[config.mk]
export PLATFORM = sky130hd
export DESIGN_NAME = angle_sensor_core
export DESIGN_NICKNAME = d
export VERILOG_FILES = /design/src/angle_cfg_pkg.sv /design/src/angle_est_if.sv /design/src/angle_estimator.sv /design/src/angle_sensor_core.sv
export SDC_FILE = /design/constraint.sdc
export NUM_CORES = 1
export LEC_CHECK = 0
export BUFFER_PORTS_ARGS = -buffer_cell sky130_fd_sc_hd__buf_2
export CORE_ASPECT_RATIO = 2
export CORE_MARGIN = 2
export CORE_UTILIZATION = 45
export CTS_CLUSTER_DIAMETER = 30
export DETAILED_ROUTE_END_ITERATION = 16
export GPL_TIMING_DRIVEN = 1
export MAX_ROUTING_LAYER = met4
export PLACE_DENSITY_LB_ADDON = 0.05
export RECOVER_POWER = 100
export SYNTH_ARGS = -nofsm -noshare
export SYNTH_HDL_FRONTEND = slang
export SYNTH_SLANG_ARGS = --single-unit
[constraint.sdc]
create_clock -name sys_clk_i -period 2.5 [get_ports sys_clk_i]
set_clock_uncertainty 0.15 [all_clocks]
set_input_delay 0.25 -clock sys_clk_i [delete_from_list [all_inputs] [get_ports sys_clk_i]]
set_output_delay 0.25 -clock sys_clk_i [all_outputs]
set_load 0.05 [all_outputs]
[src/angle_cfg_pkg.sv]
// Shared constants for the angle sensor digital core.
package angle_cfg_pkg;

  // ==========================================================================
  // Widths
  localparam int ANGLE_W = 16;
  localparam int REG_W   = 8;
  localparam int FRAME_W = 16;

  // ==========================================================================
  // Timing
  localparam int CLK_PERIOD_NS    = 10;
  localparam int SAMPLE_TIME_NS   = 2000;
  localparam int SAMPLE_CYCLES    = (SAMPLE_TIME_NS + CLK_PERIOD_NS - 1) / CLK_PERIOD_NS;
  localparam int SAMPLE_CNT_W     = $clog2(SAMPLE_CYCLES + 1);
  localparam int SPEED_WINDOW     = 256;
  localparam int SPEED_SHIFT      = $clog2(SPEED_WINDOW);

  // ==========================================================================
  // Serial commands and register addresses
  localparam logic [3:0] CMD_READ   = 4'h1;
  localparam logic [3:0] CMD_WRITE  = 4'h2;
  localparam logic [3:0] ADDR_TRIM  = 4'h3;
  localparam logic [3:0] ADDR_ZERO  = 4'h4;
  localparam logic [3:0] ADDR_AXIS  = 4'h5;
  localparam logic [3:0] ADDR_BURN  = 4'h9;

  // Burn control bit positions and axis enable positions.
  localparam int BURN_TRIM_BIT  = 3;
  localparam int BURN_ZERO_BIT  = 4;
  localparam int BURN_AXIS_BIT  = 5;
  localparam int X_TRIM_BIT     = 4;
  localparam int Y_TRIM_BIT     = 5;

  // Index of each programmable register in the three-entry arrays.
  localparam int IDX_TRIM = 0;
  localparam int IDX_ZERO = 1;
  localparam int IDX_AXIS = 2;

  localparam logic [REG_W-1:0]   REG_RESET  = 8'h00;
  localparam logic [REG_W-1:0]   AXIS_MASK  = 8'h30;
  localparam logic [ANGLE_W-1:0] ANGLE_ZERO = 16'h0000;

  // Commutation thresholds: 60, 120, 180, 240 and 300 degrees of one turn.
  localparam logic [ANGLE_W-1:0] TH_60  = 16'h2AAB;
  localparam logic [ANGLE_W-1:0] TH_120 = 16'h5555;
  localparam logic [ANGLE_W-1:0] TH_180 = 16'h8000;
  localparam logic [ANGLE_W-1:0] TH_240 = 16'hAAAB;
  localparam logic [ANGLE_W-1:0] TH_300 = 16'hD555;

  typedef enum logic [1:0] {
    LOAD_WAIT = 2'b00,
    LOAD_RUN  = 2'b01
  } load_state_t;

endpackage : angle_cfg_pkg

[src/angle_est_if.sv]
// Carrier between the serial core and the angle estimator.
interface angle_est_if;
  import angle_cfg_pkg::*;
  logic               sample_valid;
  logic [ANGLE_W-1:0] sample_angle;
  logic [ANGLE_W-1:0] est_angle;

  modport src (output sample_valid, output sample_angle, input est_angle);
  modport est (input sample_valid, input sample_angle, output est_angle);
endinterface : angle_est_if

[src/angle_estimator.sv]
// Speed-aided angle estimator fed by raw front-end samples.
module angle_estimator
  import angle_cfg_pkg::*;
(
  input  wire logic   clk_i,   // System clock.
  input  wire logic   rst_n_i, // Asynchronous reset, active low.
  angle_est_if.est    ang      // Samples in, estimate out.
);
  import angle_cfg_pkg::*;

  logic [SPEED_SHIFT-1:0] win_cnt_q;
  logic [ANGLE_W-1:0]     win_start_q;
  logic [ANGLE_W-1:0]     delta_q;
  logic [ANGLE_W-1:0]     est_q;
  logic [ANGLE_W-1:0]     step_d;

  // ==========================================================================
  // Speed over the latest window of samples
  // Wrap-around subtraction keeps the delta signed modulo one turn.
  always_ff @(posedge clk_i or negedge rst_n_i) begin
    if (!rst_n_i) begin
      win_cnt_q   <= '0;
      win_start_q <= ANGLE_ZERO;
      delta_q     <= ANGLE_ZERO;
    end else if (ang.sample_valid) begin
      win_cnt_q <= win_cnt_q + 1'b1;
      if (win_cnt_q == '1) begin
        delta_q     <= ang.sample_angle - win_start_q;
        win_start_q <= ang.sample_angle;
      end
    end
  end

  // Per-sample step is the window delta divided by the window length.
  assign step_d = ANGLE_W'($signed(delta_q) >>> SPEED_SHIFT);

  // ==========================================================================
  // Prediction
  // One step ahead compensates the sample age, so no extra lag is added.
  always_ff @(posedge clk_i or negedge rst_n_i) begin
    if (!rst_n_i) begin
      est_q <= ANGLE_ZERO;
    end else if (ang.sample_valid) begin
      est_q <= ang.sample_angle + step_d;
    end
  end

  assign ang.est_angle = est_q;

endmodule // angle_estimator

[src/angle_sensor_core.sv]
// Serial configuration, zero offset, output buffer and commutation core.

module angle_sensor_core
  import angle_cfg_pkg::*;
(
  input  wire logic                       sys_clk_i,                 // System clock, 100 MHz.
  input  wire logic                       rst_n_i,                   // Async reset, active low.
  input  wire logic [angle_cfg_pkg::ANGLE_W-1:0] fe_angle_i,         // Raw front-end angle.
  input  wire logic                       fe_valid_i,                // Front-end sample strobe.
  input  wire logic                       cs_n_i,                    // Serial chip select pin.
  input  wire logic                       sclk_i,                    // Serial clock pin.
  input  wire logic                       mosi_i,                    // Serial data in pin.
  output logic                            miso_o,                    // Serial data out pin.
  input  wire logic                       fuse_programming_supply_i, // Fuse supply present.
  input  wire logic [2:0]                 fuse_burned_i,             // Fuse burned flags.
  input  wire logic [3*angle_cfg_pkg::REG_W-1:0] fuse_data_i,        // Fuse contents.
  output logic [2:0]                      fuse_burn_o,               // Burn strobe per register.
  output logic [angle_cfg_pkg::REG_W-1:0] fuse_burn_data_o,          // Value being burned.
  output logic [angle_cfg_pkg::REG_W-1:0] bias_trim_amount_o,        // Bias trim to front end.
  output logic                            x_axis_trim_enable_o,      // X-axis trim enable.
  output logic                            y_axis_trim_enable_o,      // Y-axis trim enable.
  output logic [2:0]                      commutation_outputs_o      // Hall emulation outputs.
);
  import angle_cfg_pkg::*;

  // ==========================================================================
  // Pin synchronisers
  // Stage one is only read by stage two; edges come from stages two and three.
  logic [2:0] cs_sync_q;
  logic [2:0] sclk_sync_q;
  logic [1:0] mosi_sync_q;
  logic [1:0] supply_sync_q;

  always_ff @(posedge sys_clk_i or negedge rst_n_i) begin
    if (!rst_n_i) begin
      cs_sync_q     <= 3'h7;
      sclk_sync_q   <= 3'h0;
      mosi_sync_q   <= 2'h0;
      supply_sync_q <= 2'h0;
    end else begin
      cs_sync_q     <= {cs_sync_q[1:0], cs_n_i};
      sclk_sync_q   <= {sclk_sync_q[1:0], sclk_i};
      mosi_sync_q   <= {mosi_sync_q[0], mosi_i};
      supply_sync_q <= {supply_sync_q[0], fuse_programming_supply_i};
    end
  end

  logic cs_low;
  logic cs_fall;
  logic sclk_rise;
  logic sclk_fall;
  logic mosi_s;
  logic supply_ok;

  assign cs_low    = !cs_sync_q[1];
  assign cs_fall   = cs_sync_q[2] && !cs_sync_q[1];
  assign sclk_rise = !sclk_sync_q[2] && sclk_sync_q[1];
  assign sclk_fall = sclk_sync_q[2] && !sclk_sync_q[1];
  assign mosi_s    = mosi_sync_q[1];
  assign supply_ok = supply_sync_q[1];

  // ==========================================================================
  // Angle estimator
  angle_est_if ang_if ();

  assign ang_if.sample_valid = fe_valid_i;
  assign ang_if.sample_angle = fe_angle_i;

  angle_estimator u_est (
    .clk_i   (sys_clk_i),
    .rst_n_i (rst_n_i),
    .ang     (ang_if.est)
  );

  // ==========================================================================
  // Programmable registers and fuse start-up load
  logic [REG_W-1:0] cfg_q [3];
  logic [2:0]       locked_q;
  load_state_t      load_q;

  logic [FRAME_W-1:0] rx_q;
  logic [4:0]         bit_cnt_q;
  logic               frame_done;
  logic [FRAME_W-1:0] frame_word;
  logic [3:0]         f_cmd;
  logic [3:0]         f_addr;
  logic [REG_W-1:0]   f_val;
  logic               wr_hit;
  logic [1:0]         wr_idx;
  logic               wr_ok;
  logic [2:0]         burn_req;
  logic               burn_go;

  assign frame_done = cs_low && sclk_rise && (bit_cnt_q == 5'(FRAME_W - 1));
  assign frame_word = {rx_q[FRAME_W-2:0], mosi_s};
  assign f_cmd      = frame_word[15:12];
  assign f_addr     = frame_word[11:8];
  assign f_val      = frame_word[7:0];

  always_comb begin
    wr_hit = 1'b1;
    wr_idx = 2'(IDX_TRIM);
    case (f_addr)
      ADDR_TRIM: wr_idx = 2'(IDX_TRIM);
      ADDR_ZERO: wr_idx = 2'(IDX_ZERO);
      ADDR_AXIS: wr_idx = 2'(IDX_AXIS);
      default:   wr_hit = 1'b0;
    endcase
  end

  // Burned registers are frozen; writes elsewhere or other commands fall away.
  assign wr_ok = frame_done && (f_cmd == CMD_WRITE) && wr_hit && !locked_q[wr_idx];

  // Only a single burn bit per command is honoured, and only with fuse supply.
  assign burn_req = {f_val[BURN_AXIS_BIT], f_val[BURN_ZERO_BIT], f_val[BURN_TRIM_BIT]};
  assign burn_go  = frame_done && (f_cmd == CMD_WRITE) && (f_addr == ADDR_BURN)
                    && $onehot(burn_req) && supply_ok;

  always_ff @(posedge sys_clk_i or negedge rst_n_i) begin
    if (!rst_n_i) begin
      load_q   <= LOAD_WAIT;
      locked_q <= 3'h0;
      for (int i = 0; i < 3; i++) begin
        cfg_q[i] <= REG_RESET;
      end
    end else begin
      case (load_q)
        LOAD_WAIT: begin
          // Fuse contents are caught on the first edge after reset release.
          load_q   <= LOAD_RUN;
          locked_q <= fuse_burned_i;
          for (int i = 0; i < 3; i++) begin
            if (fuse_burned_i[i]) begin
              cfg_q[i] <= fuse_data_i[i*REG_W +: REG_W];
            end
          end
        end
        LOAD_RUN: begin
          if (wr_ok) begin
            if (wr_idx == 2'(IDX_AXIS)) begin
              cfg_q[wr_idx] <= f_val & AXIS_MASK;
            end else begin
              cfg_q[wr_idx] <= f_val;
            end
          end
          if (burn_go) begin
            locked_q <= locked_q | burn_req;
          end
        end
        default: load_q <= LOAD_WAIT;
      endcase
    end
  end

  // ==========================================================================
  // Fuse burn strobes
  always_ff @(posedge sys_clk_i or negedge rst_n_i) begin
    if (!rst_n_i) begin
      fuse_burn_o      <= 3'h0;
      fuse_burn_data_o <= REG_RESET;
    end else begin
      fuse_burn_o <= burn_go ? burn_req : 3'h0;
      if (burn_go) begin
        fuse_burn_data_o <= burn_req[IDX_TRIM] ? cfg_q[IDX_TRIM] :
                            burn_req[IDX_ZERO] ? cfg_q[IDX_ZERO] : cfg_q[IDX_AXIS];
      end
    end
  end

  // ==========================================================================
  // Offset angle
  // The offset is subtracted at use, so a new value acts on the next byte.
  logic [ANGLE_W-1:0] offset_full;
  logic [ANGLE_W-1:0] live_angle;

  assign offset_full = {cfg_q[IDX_ZERO], (ANGLE_W - REG_W)'(0)};
  assign live_angle  = ang_if.est_angle - offset_full;

  // ==========================================================================
  // Output buffer refresh
  logic [SAMPLE_CNT_W-1:0] tick_q;
  logic [ANGLE_W-1:0]      buf_q;

  always_ff @(posedge sys_clk_i or negedge rst_n_i) begin
    if (!rst_n_i) begin
      tick_q <= '0;
      buf_q  <= ANGLE_ZERO;
    end else if (!cs_low) begin
      if (tick_q == SAMPLE_CNT_W'(SAMPLE_CYCLES - 1)) begin
        tick_q <= '0;
        buf_q  <= ang_if.est_angle;
      end else begin
        tick_q <= tick_q + 1'b1;
      end
    end
    // With select low neither counter nor buffer moves.
  end

  logic [REG_W-1:0] angle_byte;
  assign angle_byte = 8'((buf_q - offset_full) >> (ANGLE_W - REG_W));

  // ==========================================================================
  // Serial receive
  // No watchdog: a frame may stall for any time while select stays low.
  always_ff @(posedge sys_clk_i or negedge rst_n_i) begin
    if (!rst_n_i) begin
      rx_q      <= '0;
      bit_cnt_q <= '0;
    end else if (!cs_low) begin
      bit_cnt_q <= '0;
    end else if (sclk_rise) begin
      rx_q <= frame_word;
      if (bit_cnt_q != 5'(FRAME_W)) begin
        bit_cnt_q <= bit_cnt_q + 1'b1;
      end
    end
  end

  // ==========================================================================
  // Read-back data
  logic [REG_W-1:0] rd_data;
  logic             rd_frame;

  always_comb begin
    case (rx_q[3:0])
      ADDR_TRIM: rd_data = cfg_q[IDX_TRIM];
      ADDR_ZERO: rd_data = cfg_q[IDX_ZERO];
      ADDR_AXIS: rd_data = cfg_q[IDX_AXIS];
      default:   rd_data = REG_RESET;
    endcase
  end

  // After eight bits rx_q[7:0] holds command and address of this frame.
  assign rd_frame = (rx_q[7:4] == CMD_READ) && (bit_cnt_q == 5'(REG_W));

  // ==========================================================================
  // Serial transmit
  // Data changes on falling clock, so the master samples on the rising edge.
  logic [REG_W-1:0] tx_q;
  logic [2:0]       tx_bits_q;
  logic             tail_q;

  always_ff @(posedge sys_clk_i or negedge rst_n_i) begin
    if (!rst_n_i) begin
      tx_q      <= REG_RESET;
      tx_bits_q <= 3'h0;
      tail_q    <= 1'b0;
    end else if (cs_fall) begin
      tx_q      <= angle_byte;
      tx_bits_q <= 3'h0;
      tail_q    <= 1'b0;
    end else if (cs_low && sclk_fall) begin
      tx_bits_q <= tx_bits_q + 1'b1;
      if (tx_bits_q == 3'(REG_W - 1)) begin
        // Byte boundary: register byte after a read header, else an angle.
        if (rd_frame && !tail_q) begin
          tx_q <= rd_data;
        end else begin
          tx_q <= angle_byte;
        end
        tail_q <= 1'b1;
      end else begin
        tx_q <= {tx_q[REG_W-2:0], 1'b0};
      end
    end
  end

  always_ff @(posedge sys_clk_i or negedge rst_n_i) begin
    if (!rst_n_i) begin
      miso_o <= 1'b0;
    end else if (cs_fall) begin
      miso_o <= angle_byte[REG_W-1];
    end else if (cs_low && sclk_fall) begin
      if (tx_bits_q == 3'(REG_W - 1)) begin
        miso_o <= (rd_frame && !tail_q) ? rd_data[REG_W-1] : angle_byte[REG_W-1];
      end else begin
        miso_o <= tx_q[REG_W-2];
      end
    end
  end

  // ==========================================================================
  // Commutation outputs
  // Three half-turn windows staggered by one sixth of a turn each.
  always_ff @(posedge sys_clk_i or negedge rst_n_i) begin
    if (!rst_n_i) begin
      commutation_outputs_o <= 3'h0;
    end else begin
      commutation_outputs_o[0] <= live_angle < TH_180;
      commutation_outputs_o[1] <= (live_angle >= TH_60) && (live_angle < TH_240);
      commutation_outputs_o[2] <= (live_angle >= TH_120) && (live_angle < TH_300);
    end
  end

  // ==========================================================================
  // Trim outputs to the front end
  always_ff @(posedge sys_clk_i or negedge rst_n_i) begin
    if (!rst_n_i) begin
      bias_trim_amount_o   <= REG_RESET;
      x_axis_trim_enable_o <= 1'b0;
      y_axis_trim_enable_o <= 1'b0;
    end else begin
      bias_trim_amount_o   <= cfg_q[IDX_TRIM];
      x_axis_trim_enable_o <= cfg_q[IDX_AXIS][X_TRIM_BIT];
      y_axis_trim_enable_o <= cfg_q[IDX_AXIS][Y_TRIM_BIT];
    end
  end

endmodule // angle_sensor_core

==> metrics, run 1 <==
status=finished clean; most common library cell in the layout ignoring fill and taps=dfrtp_1; Die Outline Area=20090 µm²; worst hold path type=in2reg; grt ovf=0; Inserted Clock Buffers=17; vias in the first global route=6847; critical hold path startpoint=fuse_data_i[7]; pin count of the biggest net entering global routing=57; number of slew-limit violations in the final report=0; number of standard cells after synthesis=822; leak pwr=0.004733 µW; first-iteration detailed-routing DRC count=214; reg-to-reg setup timing slack=0.04 ns; number of buffers on the longest clock path=2; Post-synth ARST share=1.000; fraction of final layout cells sized beyond drive strength 1=0.2244; sequential cell fraction of total power=0.420; compound-gate portion of the synthesized area=0.1656; Logic pwr share=0.242; number of flops mapped to enable cells by yosys=0; main combinational cell family by area after synthesis=compound AO/OA/AOI/OAI gates; Highest Clock Rate=407.1 MHz; final setup violation count=0; critical register-to-register path endpoint=u_est.ang.est_angle[14]; area inside the core boundary=18660 µm²; Clock power frac=0.338; y dimension of the die=198.5 µm; Net Sw Power=2430 µW; commonest non-fill, non-tap cells in the layout=154 x dfrtp_1, 60 x o21ai_0, 57 x nand2_1, 53 x buf_2, 50 x nor2_1; biggest area consumer among synthesized cells=dfrtp_1; number of levels the H-tree was split into=4; routed via count divided by cell count=5.495; flip-flop cell with the highest count after synthesis=dfrtp_1; Sw Share=0.3164; Final period util=0.9825; netlist area before placement=8509 µm²; worst setup path startpoint=u_est.delta_q[8]; aggregate negative setup slack=0 ns; multi-input gate area in the final layout=4348 µm²; pin slew with the least headroom to its limit=1.470 ns; Final Hold Vio Count=0; remaining number of nets flagged by the antenna check after routing=0; Worst Reg2Reg Path Length in Cells=10; clock input transition at the sequential cells of the worst setup and hold paths=0.06 ns; x dimension of the die=101.2 µm; number of sinks on the clock net=158; VDD IR max=371.7 µV; net total in the final layout=1070; fillers=1651; # placed instances=1128; worst flop-to-flop path startpoint=u_est.delta_q[8]; total power divided by cell area=738.9 nW/µm²; sequential element share of the synthesized area=0.4651; final critical path time including I/O delays and setup=2.456 ns; fraction of the mapped netlist area in simple logic gates=0.1279; weighted congestion reported at the end of routability-driven placement=0.8372; count of buffers from port buffering=74; synthesized-area fraction occupied by xor and xnor cells=0.04735; Pre-antenna DRT Iters=10; Synth area leaders=dfrtp_1 46%, ha_1 7.5%, mux2_2 5.7%; stage delay of the slowest cell on the critical path=0.38 ns; Final Hold Slack=0.01551 ns; cell breakdown of the critical path=ha_2 -> inv_2 -> fa_2 -> nor2b_4 -> o31a_1 -> o31ai_4 -> a21oi_2 -> a221oi_2 -> xnor2_1 -> mux2_4; antenna cell count=0; Worst Path Required=2.65 ns; Worst EP arrival=2.61 ns; latest clock arrival within the worst-skew pair=0.42 ns; global-route total usage across every layer=0.2239; share of synthesized cell area in full adder, half adder and majority cells=0.08440; WS Path Type=reg2reg; Slew Limit Headroom=0.02029; Final Routed Wirelength=20800 µm; total of flip-flops plus latches after synthesis=158; worst-path cell with the longest stage delay=dfrtp_1; peak fanout along the critical path=3; initial antenna violation count=0; capture point of the critical path=u_est.ang.est_angle[14]; initial core utilization=0.4561; Crit. End Element=flop; number of placement rows=71; number of top-level pins=75; number of unique standard cell types used by synthesis=71; P_int=5251 µW; total area of sequential cells=3959 µm²; number of DRC violations after detailed routing=0; max cap viols=0; synth warn=0; Finished Core Util=0.5573; RSZ-0062 raised after global routing=true; final routed wire length divided by cell count=17.40 µm; multiplexer share of the synthesized area=0.07190; area share of the largest cell type after synthesis=0.4558; half-perimeter wire length after detailed placement=15990 µm; vias after detailed routing=6567; Syn Nets=927; number of non-filler instances in the completed layout=1195; nature of the critical path startpoint=flop; global-route wire length before repair=33580 µm; buffer type at the clock tree root=clkbuf_16; Post-Synthesis Mean Instance Area=10.35 µm²; CTS tree=built; Area growth syn-to-layout=22.17%
power groups by stage:
stage / logic [µW] / clock network, µW / registers (µW)
global placement: 1730 / 0 / 3250
floorplan: 1040 / 0 / 3370
detailed placement: 1780 / 0 / 3260
global route: 2060 / 2770 / 3270
CTS: 1830 / 2680 / 3220
finish: 1860 / 2590 / 3230
area by class of cell:
cell class | instances | share of cell area
Multi-Input combinational cell | 586 | 0.4182
Clock buffer | 18 | 0.04224
Timing Repair Buffer | 151 | 0.09989
Tap cell | 219 | 0.02636
Sequential cell | 158 | 0.3808
Inverter | 51 | 0.01841
Clock inverter | 12 | 0.01408
per-layer routing:
metal	global-route usage	vias up	wire (µm)
li1	-	3225	-
met1	0.2118	3161	7382
met2	0.4180	131	11900
met3	0.02987	50	437
met4	0.1311	0	1080
met5	-	-	0
flip-flops by register name, summed over array words and instances, names as in the netlist, 5 cells and up:
register             cells
cfg_q                   24
bias_trim_amount_o       8
bit_cnt_q                5
u_est.delta_q            8
tx_q                     7
buf_q                    8
fuse_burn_data_o         8
u_est.ang.est_angle     16
u_est.win_cnt_q          8
u_est.win_start_q       16
tick_q                   8
rx_q                    15
stage by stage:
stage	worst slack (ns)	total power (µW)	cell area [µm²]
6_report	0.04368	7681	10400
5_1_grt	-0.07059	8102	10400
4_1_cts	-0.01357	7729	10310
3_5_place_dp	-0.09975	5039	9371
3_3_place_gp	-0.06480	4978	9371
2_1_floorplan	0.01401	4407	8518
kinds of logic (layout without fill, tap and decap cells):
group,count (synthesis),after routing
flip-flops,158,158
multiplexers,55,55
buffers and inverters,78,232
other,1,1
AND/OR/NAND/NOR,212,212
XOR/XNOR,46,46
AO/OA/AOI/OAI,217,217
adder cells (fa/ha/maj),55,55
repair_timing:
item,in CTS,in global routing
endpoints found under the hold margin,86,0
hold buffers,33,0
gates resized for setup,5,31
cloned,0,0
endpoints found under the setup margin,5,23
setup buffers,1,3
pin swaps,2,21
worst max-delay path, delay by kind of cell (launching register included):
| kind | cells | cell delay, ns |
|---|---|---|
| muxes | 1 | 0.25 |
| xor gates and xnor gates | 1 | 0.09 |
| buffers and inverters | 1 | 0.06 |
| and+or+nand+nor | 1 | 0.05 |
| DFF | 1 | 0.38 |
| AOI/OAI and AO/OA | 4 | 0.94 |
| adders and majority gates | 2 | 0.42 |
Yosys cell counts (all sizes together), types with 5 or more instances:
cell    count
nand3      13
xor2       15
mux2       46
xnor2      31
clkbuf     13
o21ai      77
mux2i       9
a31oi       5
a21oi      53
o31ai       5
a211oi      7
inv        50
a222oi      8
nor3       15
buf        14
nand2      61
a221oi      7
dfrtp     155
nand4       9
nor2       51
a22oi      13
ha         51
and3        7
o21a        9
nor2b      15
a21o        8
nand2b     12
how the worst min path moves through the flow:
| stage | endpoint | slack (ns) | cells after the start |
|---|---|---|---|
| 2_1_floorplan | bias_trim_amount_o[0] | -0.20 | 0 |
| 3_3_place_gp | cfg_q[23] | 0.11 | 1 |
| 3_5_place_dp | bias_trim_amount_o[7] | 0.11 | 1 |
| 4_1_cts | cfg_q[23] | 0.003 | 3 |
| 5_1_grt | cfg_q[18] | 0.02 | 3 |
| 6_report | cfg_q[23] | 0.02 | 3 |
Power figures use the tool's default switching activity.
==> inputs of run 2 (changes only) <==
--- a/config.mk
+++ b/config.mk
@@ -13,7 +13,7 @@
 export DETAILED_ROUTE_END_ITERATION = 16
 export GPL_TIMING_DRIVEN = 1
 export MAX_ROUTING_LAYER = met4
-export PLACE_DENSITY_LB_ADDON = 0.05
+export PLACE_DENSITY = 0.65
 export RECOVER_POWER = 100
 export SYNTH_ARGS = -nofsm -noshare
 export SYNTH_HDL_FRONTEND = slang
==> metrics, run 2 (synthesis results as in run 1) <==
WS Path Type=in2reg (was reg2reg); Final Routed Wirelength=20190 µm (was 20800 µm); initial antenna violation count=0 (unchanged); final critical path time including I/O delays and setup=2.438 ns (was 2.456 ns); grt ovf=0 (unchanged); number of non-filler instances in the completed layout=1190 (was 1195); vias after detailed routing=6640 (was 6567); remaining number of nets flagged by the antenna check after routing=0 (unchanged); Pre-antenna DRT Iters=9 (was 10); Die Outline Area=20090 µm² (unchanged); aggregate negative setup slack=0 ns (unchanged); worst hold path type=in2reg (unchanged); final routed wire length divided by cell count=16.97 µm (was 17.40 µm); x dimension of the die=101.2 µm (unchanged); routed via count divided by cell count=5.580 (was 5.495); flip-flop count of the largest register, all copies and words added=24 (unchanged); Slew Limit Headroom=-0.08147 (was 0.02029); weighted congestion reported at the end of routability-driven placement=0.8580 (was 0.8372); number of levels the H-tree was split into=4 (unchanged); clock input transition at the sequential cells of the worst setup and hold paths=0.06 ns (about the same); half-perimeter wire length after detailed placement=15270 µm (was 15990 µm); cell family contributing the most delay on the critical path=compound AO/OA/AOI/OAI gates (unchanged); Final period util=0.9752 (was 0.9825); peak fanout along the critical path=3 (unchanged); status=finished with violations (was finished clean); commonest non-fill, non-tap cells in the layout=155 x dfrtp_1, 62 x o21ai_0, 61 x nand2_1, 50 x nor2_1, 49 x a21oi_1 (was 154 x dfrtp_1, 60 x o21ai_0, 57 x nand2_1, 53 x buf_2, 50 x nor2_1); global-route total usage across every layer=0.2137 (was 0.2239); nature of the critical path startpoint=primary input (was flop); Finished Core Util=0.5505 (was 0.5573); pin slew with the least headroom to its limit=1.622 ns (was 1.470 ns); leak pwr=0.004636 µW (was 0.004733 µW); Net Sw Power=2392 µW (was 2430 µW); P_int=5117 µW (was 5251 µW); number of slew-limit violations in the final report=72 (was 0); top register by number of flip-flops=cfg_q (unchanged); Area growth syn-to-layout=20.69% (was 22.17%); CTS tree=built (unchanged); fillers=1705 (was 1651); buffers plus inverters on the worst setup path=1 (unchanged); final setup violation count=0 (unchanged); fraction of final layout cells sized beyond drive strength 1=0.1957 (was 0.2244); Final Hold Vio Count=0 (unchanged); worst-path cell with the longest stage delay=dlygate4sd3_1 (was dfrtp_1); latest clock arrival within the worst-skew pair=0.43 ns (was 0.42 ns); max cap viols=1 (was 0); buffer type at the clock tree root=clkbuf_16 (unchanged); Clock power frac=0.335 (was 0.338); stage delay of the slowest cell on the critical path=0.61 ns (was 0.38 ns); number of top-level pins=75 (unchanged); count of buffers from port buffering=74 (unchanged); number of DRC violations after detailed routing=0 (unchanged); number of buffers on the longest clock path=2 (unchanged); Sw Share=0.3185 (was 0.3164); Highest Clock Rate=410.2 MHz (was 407.1 MHz); total power divided by cell area=731.1 nW/µm² (was 738.9 nW/µm²); area inside the core boundary=18660 µm² (unchanged); Worst EP arrival=2.59 ns (was 2.61 ns); first-iteration detailed-routing DRC count=281 (was 214); net total in the final layout=1064 (was 1070); Worst Path Required=2.65 ns (about the same); VDD IR max=415.4 µV (was 371.7 µV); # placed instances=1124 (was 1128); RSZ-0062 raised after global routing=false (was true); vias in the first global route=6679 (was 6847); number of placement rows=71 (unchanged); violated checks=capacitance limit, slew limit; Crit. End Element=flop (unchanged); pin count of the biggest net entering global routing=72 (was 57); most common library cell in the layout ignoring fill and taps=dfrtp_1 (unchanged); Inserted Clock Buffers=17 (unchanged); cell breakdown of the critical path=dlygate4sd3_1 -> ha_1 -> a211oi_2 -> nor2_1 -> a211oi_4 -> o21ai_2 -> a41o_1 -> and3_1 -> or3_1 (was ha_2 -> inv_2 -> fa_2 -> nor2b_4 -> o31a_1 -> o31ai_4 -> a21oi_2 -> a221oi_2 -> xnor2_1 -> mux2_4); Logic pwr share=0.234 (was 0.242); sequential cell fraction of total power=0.432 (was 0.420); number of sinks on the clock net=158 (unchanged); antenna cell count=0 (unchanged); initial core utilization=0.4561 (unchanged); y dimension of the die=198.5 µm (unchanged); global-route wire length before repair=32070 µm (was 33580 µm)
==> run 2: cell count changes in the layout (fill, tap and decap cells not counted), sizes merged <==
cell / previous run / this run
clkbuf: 39 / 53
clkinvlp: 3 / 4
bufinv: 3 / 2
dlygate4sd3: 33 / 32
clkinv: 7 / 4
buf: 97 / 81
inv: 50 / 51
==> run 2: final timing paths <==
kind	startpoint	slack, ns	endpoint	cells past startpoint
min reg2reg	sclk_sync_q[0]	0.20	sclk_sync_q[1]	0
max reg2reg	u_est.delta_q[8]	0.08	u_est.ang.est_angle[14]	10
max in group asynchronous	rst_n_i	0.45	tx_bits_q[0]	3
max	fe_angle_i[3]	0.06	u_est.delta_q[15]	9
min	fuse_data_i[14]	0.001	cfg_q[14]	3
min in group asynchronous	rst_n_i	0.60	u_est.win_start_q[0]	2
==> run 2: stage by stage <==
| step | cell area [µm²] | total power, µW | worst slack (ns) | hold slack [ns] |
|---|---|---|---|---|
| floorplan | 8518 | 4407 | 0.01401 | -0.1956 |
| global placement | 9341 | 4955 | -0.04196 | 0.1596 |
| detailed placement | 9341 | 4994 | -0.08733 | 0.1636 |
| CTS | 10240 | 7583 | 0.005185 | 0.0006073 |
| global route | 10270 | 7889 | 0.001984 | 0.007870 |
| finish | 10270 | 7509 | 0.06204 | 0.001292 |
==> run 2: cell type report <==
type	instances	area [µm²]	area share
inverter	51	191.4	0.01864
tap	219	274.0	0.02668
sequential	158	3958	0.3854
multi-input combinational	586	4323	0.4209
timing repair buffer	145	959.7	0.09345
clock inverter	10	113.9	0.01109
clock buffer	21	450.4	0.04386
==> run 2: metal layers <==
metal / wire length, µm / GRT usage
met5: 0 / -
met4: 1132 / 0.1356
met3: 542 / 0.03162
met2: 11270 / 0.3917
met1: 7241 / 0.2018
==> run 2: repair_timing <==
| action | CTS | global route |
|---|---|---|
| endpoints found under the hold margin | 97 | 0 |
| gates resized for setup | 3 | 22 |
| setup buffers | 1 | 3 |
| hold buffers | 32 | 0 |
| pin swaps | 2 | 8 |
| endpoints found under the setup margin | 1 | 24 |
==> run 2: power by group through the flow <==
stage          Clock, µW  Combinational (µW)  Sequential (µW)
6_report            2510                1760             3240
5_1_grt             2680                1930             3280
4_1_cts             2580                1770             3230
3_5_place_dp           0                1720             3270
3_3_place_gp           0                1680             3270
2_1_floorplan          0                1040             3370
==> run 2: worst register-to-register path, cell delays in order, from the launching register on <==
cell and delay (ns):
dfrtp_1 0.38, ha_2 0.17, inv_1 0.06, fa_2 0.23
nor2b_4 0.05, o31a_1 0.30, o31ai_4 0.27, a21oi_2 0.11
a221oi_2 0.24, xnor2_1 0.09, mux2_4 0.25
